`src/include/pcs_defines.vh`:
```
// shared constants for the pcm serial port block
`ifndef PCS_DEFINES_VH
`define PCS_DEFINES_VH
`define PCS_CLK_PERIOD_NS     10
`define PCS_STANDBY_TIME_MS   300
`define PCS_STANDBY_CYCLES    ((`PCS_STANDBY_TIME_MS * 1000000) / `PCS_CLK_PERIOD_NS)
`define PCS_WORD_BITS         8
`define PCS_STRAP_NEG         2'b00
`define PCS_STRAP_GND         2'b01
`define PCS_STRAP_POS         2'b10
`define PCS_FREQ_2048         2'b00
`define PCS_FREQ_1544         2'b01
`define PCS_FREQ_1536         2'b10
`define PCS_LAW_MU            1'b0
`define PCS_LAW_A             1'b1
`endif

```
`src/core/pcs_serial_port.v`:
```
// pcm codec serial port: framing, slot timing, standby, signalling and straps
//
// Function
// - receive bit clock strapped to negative rail selects fixed-rate mode
// - otherwise variable-rate mode; that pin is the receive bit clock
// - fixed mode: double-length receive sync marks signalling frame, single-length normal
// - receive channel enters standby after receive sync low 300 ms
// - transmit channel enters standby after transmit sync low 300 ms, independently
// - transmit sync/slot enable follows receive conventions, independent of receive
// - receive word sampled on eight falling edges of the receive data clock
// - transmit word driven on eight rising edges of the transmit data clock
// - device inactive while power-down select low, active while high
// - fixed mode: signalling output holds eighth bit of last signalling frame
// - law strap at negative rail selects a-law, else mu-law
// - fixed mode, mu-law only: law input level sent as eighth bit in transmit signalling frames
// - fixed mode: slot strobe is open-drain output asserted during transmit slot
// - variable mode: slot strobe pin becomes transmit bit clock input
// - master frequency strap: negative 2.048, ground 1.544, positive 1.536 MHz
`timescale 1ns/1ps
`default_nettype none
`include "pcs_defines.vh"
module pcs_serial_port
#(
    parameter STANDBY_CYCLES = `PCS_STANDBY_CYCLES
)
(
    input  wire       CLK_I,
    input  wire       RST_I,
    input  wire       RX_MASTER_CLOCK_I,
    input  wire       TX_MASTER_CLOCK_I,
    input  wire       RX_BIT_CLOCK_I,
    input  wire [1:0] RX_RATE_STRAP_I,
    input  wire       RX_FRAME_SYNC_SLOT_ENABLE_I,
    input  wire       TX_FRAME_SYNC_SLOT_ENABLE_I,
    input  wire       RX_PCM_DATA_I,
    input  wire [7:0] TX_CODE_WORD_I,
    input  wire       POWER_DOWN_SELECT_I,
    input  wire [1:0] LAW_SELECT_STRAP_I,
    input  wire       LAW_SELECT_TX_SIGNALLING_IN_I,
    input  wire [1:0] MASTER_FREQ_STRAP_I,
    input  wire       TX_SLOT_STROBE_OR_BIT_CLOCK_I,
    output reg        TX_SLOT_STROBE_OR_BIT_CLOCK_O,
    output reg        TX_SLOT_STROBE_OR_BIT_CLOCK_OE_O,
    output reg        TX_PCM_DATA_O,
    output reg        TX_PCM_DATA_OE_O,
    output reg        RX_SIGNALLING_BIT_OUT_O,
    output reg  [7:0] RX_CODE_WORD_O,
    output reg        RX_WORD_VALID_O,
    output reg        RX_WORD_SIGNALLING_O,
    output reg        TX_WORD_TAKEN_O,
    output reg        FIXED_RATE_O,
    output reg        A_LAW_O,
    output reg  [1:0] MASTER_FREQ_O,
    output reg        RX_STANDBY_O,
    output reg        TX_STANDBY_O,
    output reg        ACTIVE_O
);
    // ==========================================================
    // pin synchronisers
    wire rx_mclk_s;
    wire tx_mclk_s;
    wire rx_dclk_s;
    wire tx_dclk_s;
    wire rx_fs_s;
    wire tx_fs_s;
    wire rx_data_s;
    wire pdn_s;
    wire sig_in_s;
    wire [8:0] pin_raw;
    wire [8:0] pin_sync;
    assign pin_raw = {RX_MASTER_CLOCK_I, TX_MASTER_CLOCK_I, RX_BIT_CLOCK_I, TX_SLOT_STROBE_OR_BIT_CLOCK_I,
                      RX_FRAME_SYNC_SLOT_ENABLE_I, TX_FRAME_SYNC_SLOT_ENABLE_I, RX_PCM_DATA_I,
                      POWER_DOWN_SELECT_I, LAW_SELECT_TX_SIGNALLING_IN_I};
    genvar gi;
    generate
        for (gi = 0; gi < 9; gi = gi + 1)
        begin : g_sync
            pcs_sync u_sync
            (
                .CLK_I (CLK_I),
                .RST_I (RST_I),
                .d_i   (pin_raw[gi]),
                .q_o   (pin_sync[gi])
            );
        end
    endgenerate
    assign {rx_mclk_s, tx_mclk_s, rx_dclk_s, tx_dclk_s, rx_fs_s, tx_fs_s, rx_data_s, pdn_s, sig_in_s} = pin_sync;

    // ==========================================================
    // straps and mode; straps are static so they bypass the synchronisers and are decoded directly
    wire fixed_mode = (RX_RATE_STRAP_I == `PCS_STRAP_NEG);
    wire a_law      = (LAW_SELECT_STRAP_I == `PCS_STRAP_NEG);
    wire active     = pdn_s;

    // ==========================================================
    // data clock edges: master clocks in fixed mode, bit clocks in variable mode
    reg  rx_clk_prev_reg;
    reg  tx_clk_prev_reg;
    wire rx_clk = fixed_mode ? rx_mclk_s : rx_dclk_s;
    wire tx_clk = fixed_mode ? tx_mclk_s : tx_dclk_s;
    wire rx_fall = rx_clk_prev_reg & ~rx_clk;
    wire tx_rise = ~tx_clk_prev_reg & tx_clk;
    wire tx_fall = tx_clk_prev_reg & ~tx_clk;

    // ==========================================================
    // receive slot: sync pulse length counted in data clocks
    reg [3:0] rx_cnt_reg;
    reg [2:0] rx_fs_len_reg;
    reg       rx_busy_reg;
    reg [7:0] rx_sh_reg;
    always @(posedge CLK_I)
    begin
        if (RST_I || !active)
        begin
            // tracks the pin while idle so waking from power-down sees no false edge
            rx_clk_prev_reg  <= rx_clk;
            rx_cnt_reg       <= 4'h0;
            rx_fs_len_reg    <= 3'h0;
            rx_busy_reg      <= 1'b0;
            rx_sh_reg        <= 8'h00;
            RX_CODE_WORD_O   <= 8'h00;
            RX_WORD_VALID_O  <= 1'b0;
            RX_WORD_SIGNALLING_O <= 1'b0;
            RX_SIGNALLING_BIT_OUT_O <= 1'b0;
        end
        else
        begin
            rx_clk_prev_reg <= rx_clk;
            RX_WORD_VALID_O <= 1'b0;
            if (rx_fall)
            begin
                if (!rx_busy_reg && rx_fs_s)
                begin
                    rx_busy_reg   <= 1'b1;
                    rx_cnt_reg    <= 4'h1;
                    rx_fs_len_reg <= 3'h1;
                    rx_sh_reg     <= {rx_sh_reg[6:0], rx_data_s};
                end
                else if (rx_busy_reg && !fixed_mode && !rx_fs_s)
                    rx_busy_reg <= 1'b0;  // slot enable dropped early: word abandoned
                else if (rx_busy_reg)
                begin
                    rx_sh_reg  <= {rx_sh_reg[6:0], rx_data_s};
                    rx_cnt_reg <= rx_cnt_reg + 4'h1;
                    if (rx_fs_s && rx_fs_len_reg == rx_cnt_reg[2:0])
                        rx_fs_len_reg <= rx_fs_len_reg + 3'h1;
                    if (rx_cnt_reg == `PCS_WORD_BITS - 1)
                    begin
                        rx_busy_reg      <= 1'b0;
                        RX_CODE_WORD_O   <= {rx_sh_reg[6:0], rx_data_s};
                        RX_WORD_VALID_O  <= 1'b1;
                        // sync held two clocks or more marks a signalling frame
                        RX_WORD_SIGNALLING_O <= fixed_mode && (rx_fs_len_reg >= 3'h2);
                        if (fixed_mode && rx_fs_len_reg >= 3'h2)
                            RX_SIGNALLING_BIT_OUT_O <= rx_data_s;
                    end
                end
            end
        end
    end

    // ==========================================================
    // transmit slot, mirror of receive
    reg [3:0] tx_cnt_reg;
    reg [2:0] tx_fs_len_reg;
    reg       tx_busy_reg;
    reg [7:0] tx_sh_reg;
    always @(posedge CLK_I)
    begin
        if (RST_I || !active)
        begin
            tx_clk_prev_reg <= tx_clk;
            tx_cnt_reg      <= 4'h0;
            tx_fs_len_reg   <= 3'h0;
            tx_busy_reg     <= 1'b0;
            tx_sh_reg       <= 8'h00;
            TX_PCM_DATA_O   <= 1'b0;
            TX_PCM_DATA_OE_O <= 1'b0;
            TX_WORD_TAKEN_O <= 1'b0;
            TX_SLOT_STROBE_OR_BIT_CLOCK_O  <= 1'b0;
            TX_SLOT_STROBE_OR_BIT_CLOCK_OE_O <= 1'b0;
        end
        else
        begin
            tx_clk_prev_reg <= tx_clk;
            TX_WORD_TAKEN_O <= 1'b0;
            if (tx_rise)
            begin
                if (!tx_busy_reg && tx_fs_s)
                begin
                    tx_busy_reg      <= 1'b1;
                    tx_cnt_reg       <= 4'h1;
                    tx_fs_len_reg    <= 3'h1;
                    tx_sh_reg        <= {TX_CODE_WORD_I[6:0], 1'b0};
                    TX_WORD_TAKEN_O  <= 1'b1;
                    TX_PCM_DATA_O    <= TX_CODE_WORD_I[7];
                    TX_PCM_DATA_OE_O <= 1'b1;
                    TX_SLOT_STROBE_OR_BIT_CLOCK_OE_O <= fixed_mode;
                end
                else if (tx_busy_reg && !fixed_mode && !tx_fs_s)
                begin
                    tx_busy_reg      <= 1'b0;
                    TX_PCM_DATA_OE_O <= 1'b0;
                end
                else if (tx_busy_reg && tx_cnt_reg == `PCS_WORD_BITS)
                begin
                    tx_busy_reg      <= 1'b0;
                    TX_PCM_DATA_OE_O <= 1'b0;
                    TX_SLOT_STROBE_OR_BIT_CLOCK_OE_O <= 1'b0;
                end
                else if (tx_busy_reg)
                begin
                    tx_cnt_reg <= tx_cnt_reg + 4'h1;
                    tx_sh_reg  <= {tx_sh_reg[6:0], 1'b0};
                    if (tx_fs_s && tx_fs_len_reg == tx_cnt_reg[2:0])
                        tx_fs_len_reg <= tx_fs_len_reg + 3'h1;
                    // in mu-law only, last bit of a signalling frame carries the law pin level
                    if (tx_cnt_reg == `PCS_WORD_BITS - 1 && fixed_mode && !a_law
                        && (tx_fs_len_reg >= 3'h2 || (tx_fs_s && tx_fs_len_reg == 3'h1)))
                        TX_PCM_DATA_O <= sig_in_s;
                    else
                        TX_PCM_DATA_O <= tx_sh_reg[7];
                end
            end
            else if (tx_fall && tx_busy_reg && tx_cnt_reg == `PCS_WORD_BITS && fixed_mode)
            begin
                // strobe released on the falling edge inside the eighth bit so it brackets the slot
                tx_busy_reg      <= 1'b0;
                TX_PCM_DATA_OE_O <= 1'b0;
                TX_SLOT_STROBE_OR_BIT_CLOCK_OE_O <= 1'b0;
            end
        end
    end

    // ==========================================================
    // standby timers: each channel counts its own sync low time
    reg [31:0] rx_idle_reg;
    reg [31:0] tx_idle_reg;
    always @(posedge CLK_I)
    begin
        if (RST_I)
        begin
            rx_idle_reg    <= 32'h0;
            tx_idle_reg    <= 32'h0;
            RX_STANDBY_O   <= 1'b0;
            TX_STANDBY_O   <= 1'b0;
            FIXED_RATE_O   <= 1'b0;
            A_LAW_O        <= 1'b0;
            MASTER_FREQ_O  <= `PCS_FREQ_2048;
            ACTIVE_O       <= 1'b0;
        end
        else
        begin
            FIXED_RATE_O  <= fixed_mode;
            A_LAW_O       <= a_law ? `PCS_LAW_A : `PCS_LAW_MU;
            ACTIVE_O      <= active;
            case (MASTER_FREQ_STRAP_I)
                `PCS_STRAP_NEG: MASTER_FREQ_O <= `PCS_FREQ_2048;
                `PCS_STRAP_GND: MASTER_FREQ_O <= `PCS_FREQ_1544;
                `PCS_STRAP_POS: MASTER_FREQ_O <= `PCS_FREQ_1536;
                default:        MASTER_FREQ_O <= `PCS_FREQ_1544;
            endcase
            if (rx_fs_s)
                rx_idle_reg <= 32'h0;
            else if (rx_idle_reg < STANDBY_CYCLES)
                rx_idle_reg <= rx_idle_reg + 32'h1;
            if (tx_fs_s)
                tx_idle_reg <= 32'h0;
            else if (tx_idle_reg < STANDBY_CYCLES)
                tx_idle_reg <= tx_idle_reg + 32'h1;
            RX_STANDBY_O <= !rx_fs_s && (rx_idle_reg >= STANDBY_CYCLES - 1);
            TX_STANDBY_O <= !tx_fs_s && (tx_idle_reg >= STANDBY_CYCLES - 1);
        end
    end
endmodule
`default_nettype wire

```
`src/core/pcs_sync.v`:
```
// three-stage synchroniser with agreement filter for one pin
`timescale 1ns/1ps
`default_nettype none
module pcs_sync
(
    input  wire CLK_I,
    input  wire RST_I,
    input  wire d_i,
    output reg  q_o
);
    reg s1_reg;
    reg s2_reg;
    reg s3_reg;
    // the first stage feeds only the second; q changes once stages two and three agree
    always @(posedge CLK_I)
    begin
        if (RST_I)
        begin
            s1_reg <= 1'b0;
            s2_reg <= 1'b0;
            s3_reg <= 1'b0;
            q_o    <= 1'b0;
        end
        else
        begin
            s1_reg <= d_i;
            s2_reg <= s1_reg;
            s3_reg <= s2_reg;
            if (s2_reg == s3_reg)
                q_o <= s3_reg;
        end
    end
endmodule
`default_nettype wire

```
`config.mk`:
```
export PLATFORM = sky130hd
export DESIGN_NAME = pcs_serial_port
export DESIGN_NICKNAME = d
export VERILOG_FILES = /design/src/core/pcs_serial_port.v /design/src/core/pcs_sync.v
export VERILOG_INCLUDE_DIRS = /design/src /design/src/include
export SDC_FILE = /design/constraint.sdc
export NUM_CORES = 1
export LEC_CHECK = 0
export BUFFER_PORTS_ARGS = -buffer_cell sky130_fd_sc_hd__clkbuf_2
export CAP_MARGIN = 0
export CORE_ASPECT_RATIO = 1.75
export CORE_UTILIZATION = 30
export CTS_CLUSTER_DIAMETER = 120
export DETAILED_ROUTE_END_ITERATION = 7
export GPL_ROUTABILITY_DRIVEN = 1
export PLACE_DENSITY_LB_ADDON = 0.25
export SYNTH_ARGS = -nofsm -noshare
export SYNTH_HDL_FRONTEND = slang
export SYNTH_SLANG_ARGS = --single-unit
```
`constraint.sdc`:
```
create_clock -name CLK_I -period 2.55 [get_ports CLK_I]
set_input_delay 0.1275 -clock CLK_I [delete_from_list [all_inputs] [get_ports CLK_I]]
set_output_delay 0.1275 -clock CLK_I [all_outputs]
set_load 0.005 [all_outputs]
```
==> flow_metrics.py, run 1 <==
metrics = {
    "global_routing": {
        "antenna_found_initial": 0,
        "grt_pass1_vias": 5108,
        "grt_max_degree": 25,
        "grt_pass1_wl_microns": 24300,
        "grt_util_all_layers_pct": 13.9,
        "grt-ovfl-total": 0,
    },
    "floorplanning": {
        "chipWidth_microns": 113,
        "io_pins": 48,
        "core_area_sq_um": 20900,
        "rows": 70,
        "die_h_microns": 196,
        "dieArea_sq_um": 22000,
        "start_util_pct": 30.7,
    },
    "clocking": {
        "insertion_delay_ns": 0.43,
        "htreeDepth": 4,
        "cts-buffers-inserted": 17,
        "clk_path_buf_depth": 2,
        "cts_tree": "done",
        "root_buffer": "clkbuf_16",
        "clkTransAtPathRegs_ns": 0.06,
        "clkSinkCount": 153,
    },
    "cells_and_area": {
        "area_growth_pct": 20.4,
        "nFillCells": 2137,
        "final_nets": 812,
        "final_layout_size_suffix_gt1_share_pct": 15.5,
        "multiInputGateArea_sq_um": 3150,
        "antennaDiodeCount": 0,
        "postLayoutCoreUtil_pct": 36.9,
        "seqCellArea_sq_um": 3060,
    },
    "logic_synthesis": {
        "yosysTopAreaCellShare_pct": 47.7,
        "synth_edf_count": 0,
        "yosys.cell_types.count": 63,
        "synthArstFlopShare_pct": 0,
        "synth_area_sq_um": 6420,
        "postSynthAreaPerCell_sq_um": 8.99,
        "yosys_warnings": 0,
        "yosys-top-cells-area": "dfxtp_1 48%, mux2i_1 4.8%, nor2_1 4.3%, nand2_1 3.3%, a21oi_1 3.1%",
        "synth_common_cells": "153 x dfxtp_1, 74 x nor2_1, 57 x nand2_1",
        "ys_seq_area_share_pct": 47.7,
        "ys.flop_type": "dfxtp_1",
        "synth_nets": 748,
        "yosys_register_bits": 153,
        "synthCells": 714,
        "yosysTopAreaCell": "dfxtp_1",
        "yosysMostFrequentCell": "dfxtp_1",
    },
    "drt": {
        "wirelength_microns": 14200,
        "dr.pass1.iters": 4,
        "wl_per_cell_microns": 13.7,
        "drc": 0,
        "vias": 5234,
        "ant_nets": 0,
        "via_per_inst": 5.02,
        "first_iter_violations": 211,
    },
    "setup_path": {
        "regToRegSetupSlack_ns": 0.11,
        "startpoint": "rx_idle_reg[10]",
        "r2r_cells": 5,
        "crit_path_end": "rx_idle_reg[5]",
        "crit_required_ns": 2.90,
        "regToRegEndpoint": "rx_idle_reg[5]",
        "worstSetupPathType": "reg -> reg",
        "cp-end-kind": "register",
        "cp-start-kind": "register",
        "regToRegStartpoint": "rx_idle_reg[10]",
        "arrival_ns": 2.79,
        "cp_max_fo": 9,
    },
    "placement": {
        "dp_hpwl_microns": 10200,
        "io_buffers": 46,
        "gp_congestion": 0.762,
    },
    "worst_hold_path": {
        "min_path_type": "in -> reg",
    },
    "timing": {
        "post-route-period-util_pct": 95.5,
        "slew_viol_final": 0,
        "fmax_mhz": 411,
        "timing.hold.ws_ns": 0.0428,
        "timing.slew.headroom_pct": 31.3,
        "fin_crit_ns": 2.44,
        "setup_tns_ns": 0,
        "grt_setup_unrepaired": "false",
        "tightest_slew_ns": 1.03,
        "finalSetupViolations": 0,
        "finalClockSkew_ns": 0.00789,
        "finalHoldViolations": 0,
    },
    "power_and_ir_drop": {
        "combPwrFrac_pct": 2.6,
        "p_per_area_nw_per_um2": 657,
        "p_sw_mw": 1.13,
        "p_int_mw": 3.94,
        "swShare_pct": 22.3,
        "vdd_drop_max_v": 0.000423,
        "pwr-share-seq_pct": 48.0,
        "leakage_nw": 2.98,
        "clkPwrFrac_pct": 49.4,
    },
    "run_status": {
        "outcome": "finished, final reports clean",
    },
    "job": {
        "cap_violations": 0,
    },
}
## how the worst min path moves through the flow
stage | start | end | depth (start not counted)
after detailed placement | LAW_SELECT_STRAP_I[0] | A_LAW_O | 2
after global placement | LAW_SELECT_STRAP_I[0] | A_LAW_O | 2
after CTS | TX_CODE_WORD_I[2] | tx_sh_reg[3] | 3
final | TX_CODE_WORD_I[5] | tx_sh_reg[6] | 3
after floorplan | LAW_SELECT_STRAP_I[0] | A_LAW_O | 1
after global routing | RX_RATE_STRAP_I[0] | FIXED_RATE_O | 2
## power groups by stage
stage / sequential (mW) / clock (mW) / combinational [mW]
finish: 2.44 / 2.51 / 0.131
global route: 2.44 / 2.67 / 0.147
CTS: 2.44 / 2.58 / 0.134
detailed placement: 2.49 / 0 / 0.117
global placement: 2.49 / 0 / 0.117
floorplan: 2.48 / 0 / 0.0715
## critical path: stages (launching register included)
cell,delay (ns)
dfxtp_1,0.34
or4_4,0.56
o2111a_2,0.32
or3_1,0.46
or4_1,0.54
a21oi_1,0.15
## cell families after synthesis
family	synth area share, %
buffers and inverters	3.25
AND/OR/NAND/NOR	25.7
multiplexers	5.18
flip-flops	47.7
other	0.0584
XOR/XNOR	2.73
AO/OA/AOI/OAI	13.6
adder cells (fa/ha/maj)	1.75
## routing by layer
layer  vias to the layer above  global-route usage, %  routed length [microns]
met5                         -                      0                        0
met4                         0                   7.56                      381
met3                        30                   2.95                      321
met2                        64                   25.0                     7490
met1                      2455                   14.9                     6050
li1                       2685                      -                        -
## layout make-up
class | count | area share [%]
clock inverters | 10 | 1.38
flip-flops and latches | 153 | 39.6
well taps | 252 | 4.08
inverters | 11 | 0.534
multi-input cells | 509 | 40.8
repair buffers | 86 | 7.32
clock buffers | 22 | 6.27
## layout by cell type (no fill, tap or decap), types with 5 or more instances in the layout
cell type and n:
or3_1 18, and2_1 17, dfxtp_1 153, xnor2_1 16, nand3_1 19, nor4_1 16
a211oi_1 10, clkbuf_16 17, nor2b_1 29, a31o_2 5, nor2_1 74, nand4_1 16
buf_4 26, clkbuf_2 46, a21oi_1 40, or4_1 6, dlygate4sd3_1 14, nor3_1 12
inv_1 10, o21ai_0 34, a41o_1 9, nand2_1 57, and4_1 7, ha_1 9
a31oi_1 9, and3_1 16, mux2i_1 31
## metrics by stage
step	total power [mW]	worst slack [ns]	instances	cell area [sq um]
final	5.08	0.114	1043	7730
after global routing	5.25	0.0304	1043	7730
after CTS	5.15	0.113	1043	7730
after detailed placement	2.61	0.134	997	7000
after global placement	2.61	0.137	997	7000
after floorplan	2.56	0.246	714	6420
## repair_timing
item                                   CTS  global route
gates resized for setup                  0             0
hold buffers                            14             0
setup endpoints to repair                0             0
setup buffers                            0             0
endpoints found under the hold margin   13             0
Power figures use the tool's default switching activity.
==> run 2, diff against run 1 <==
==> constraint.sdc (replaced) <==
create_clock -name CLK_I -period 2.7 [get_ports CLK_I]
set_input_delay 0.135 -clock CLK_I [delete_from_list [all_inputs] [get_ports CLK_I]]
set_output_delay 0.135 -clock CLK_I [all_outputs]
set_load 0.005 [all_outputs]
==> flow_metrics.py, run 2 (synthesis results as in run 1) <==
metrics = {
    "run_status": {
        "outcome": "finished, final reports clean",
    },
    "job": {
        "cap_violations": 0,
    },
    "clocking": {
        "clk_path_buf_depth": 2,
        "htreeDepth": 4,
        "clkTransAtPathRegs_ns": 0.07,
        "cts-buffers-inserted": 17,
        "cts_resized": 0,
        "insertion_delay_ns": 0.42,
        "root_buffer": "clkbuf_16",
        "clkSinkCount": 153,
        "cts_tree": "done",
    },
    "cells_and_area": {
        "final_layout_size_suffix_gt1_share_pct": 14.8,
        "antennaDiodeCount": 0,
        "postLayoutCoreUtil_pct": 36.7,
        "area_growth_pct": 19.6,
        "nFillCells": 2170,
        "final_nets": 804,
        "multiInputGateArea_sq_um": 3150,
        "final_cells": 1035,
        "layout.cells.most_common": "dfxtp_1",
        "seqCellArea_sq_um": 3060,
        "final_cell_mix": "153 x dfxtp_1, 74 x nor2_1, 57 x nand2_1, 46 x clkbuf_2, 40 x a21oi_1",
    },
    "drt": {
        "wl_per_cell_microns": 13.6,
        "ant_nets": 0,
        "dr.pass1.iters": 4,
        "vias": 5171,
        "first_iter_violations": 161,
        "drc": 0,
        "via_per_inst": 5.00,
        "wirelength_microns": 14100,
    },
    "global_routing": {
        "grt_pass1_wl_microns": 24200,
        "grt_util_all_layers_pct": 13.7,
        "antenna_found_initial": 0,
        "grt_max_degree": 29,
        "grt-ovfl-total": 0,
        "grt_pass1_vias": 5072,
    },
    "setup_path": {
        "crit_required_ns": 3.07,
        "cp_max_fo": 7,
        "arrival_ns": 2.84,
        "cp-start-kind": "register",
        "cp-end-kind": "register",
        "regToRegStartpoint": "tx_idle_reg[11]",
        "worstSetupPathType": "reg -> reg",
        "startpoint": "tx_idle_reg[11]",
    },
    "timing": {
        "post-route-period-util_pct": 91.5,
        "setup_tns_ns": 0,
        "timing.final.ws_setup_ns": 0.230,
        "grt_setup_unrepaired": "false",
        "fmax_mhz": 405,
        "slew_viol_final": 0,
        "tightest_slew_ns": 1.05,
        "timing.slew.headroom_pct": 29.8,
        "finalHoldViolations": 0,
        "fin_crit_ns": 2.47,
        "finalSetupViolations": 0,
        "timing.hold.ws_ns": 0.0449,
        "finalClockSkew_ns": 0.0144,
    },
    "placement": {
        "place_ws_ns": 0.205,
        "dp_hpwl_microns": 10100,
        "post-place-cells": 989,
        "io_buffers": 46,
        "gp_congestion": 0.839,
    },
    "floorplanning": {
        "core_area_sq_um": 20900,
        "chipWidth_microns": 113,
        "rows": 70,
        "io_pins": 48,
        "dieArea_sq_um": 22000,
        "start_util_pct": 30.7,
        "die_h_microns": 196,
    },
    "worst_hold_path": {
        "min_path_type": "in -> reg",
        "worstHoldStart": "TX_CODE_WORD_I[3]",
    },
    "power_and_ir_drop": {
        "p_per_area_nw_per_um2": 623,
        "vdd_drop_max_v": 0.000318,
        "leakage_nw": 2.95,
    },
}
run 2: cell types whose count changed in the layout (fill, tap and decap cells not counted), sizes merged:
cell | before | now
buf | 26 | 18
clkinv | 4 | 10
clkbuf | 68 | 64
clkinvlp | 2 | 0
run 2: per-stage QoR:
| step | instance area (sq um) | total power, mW |
|---|---|---|
| finish | 7680 | 4.79 |
| global route | 7680 | 4.98 |
| detailed placement | 6940 | 2.46 |
| floorplan | 6420 | 2.41 |
| CTS | 7680 | 4.87 |
| global placement | 6940 | 2.46 |
run 2: path summary, 6_finish.rpt:
path | endpoint | slack [ns] | cells after the start
worst max-delay path | tx_idle_reg[11] | 0.23 | 5
worst min-delay path | tx_sh_reg[4] | 0.04 | 3
worst max register to register | tx_idle_reg[11] | 0.23 | 5
worst min register to register | g_sync[2].u_sync.s2_reg | 0.44 | 1
run 2: area by class of cell:
type	count	area share, %
clock buffers	18	5.72
clock inverters	14	2.12
inverters	11	0.538
multi-input cells	509	41.1
flip-flops and latches	153	39.9
well taps	252	4.11
repair buffers	78	6.58
run 2: what timing repair did:
item	in CTS	in global routing
hold endpoints to repair	13	0
setup buffers	0	0
hold buffers	14	0
endpoints found under the setup margin	0	0
run 2: report_power, final:
part / total (mW) / switching, mW / internal [mW]
registers: 2.30 / 0.0174 / 2.28
logic: 0.123 / 0.0659 / 0.0566
clock network: 2.36 / 1.03 / 1.34
total: 4.79 / 1.11 / 3.68
run 2: worst max-delay path, stage by stage (launching register included):
cell	delay [ns]
dfxtp_1	0.35
nor4_1	0.50
a2111oi_2	0.23
nor4_1	0.77
or4b_1	0.49
nand2_1	0.07
run 2: routing by layer:
metal | vias to the layer above | GRT usage [%] | wire length (microns)
met5 | - | 0 | 0
met4 | 0 | 5.78 | 275
met3 | 20 | 2.89 | 301
met2 | 67 | 25.0 | 7450
met1 | 2408 | 15.0 | 6080
li1 | 2676 | - | -
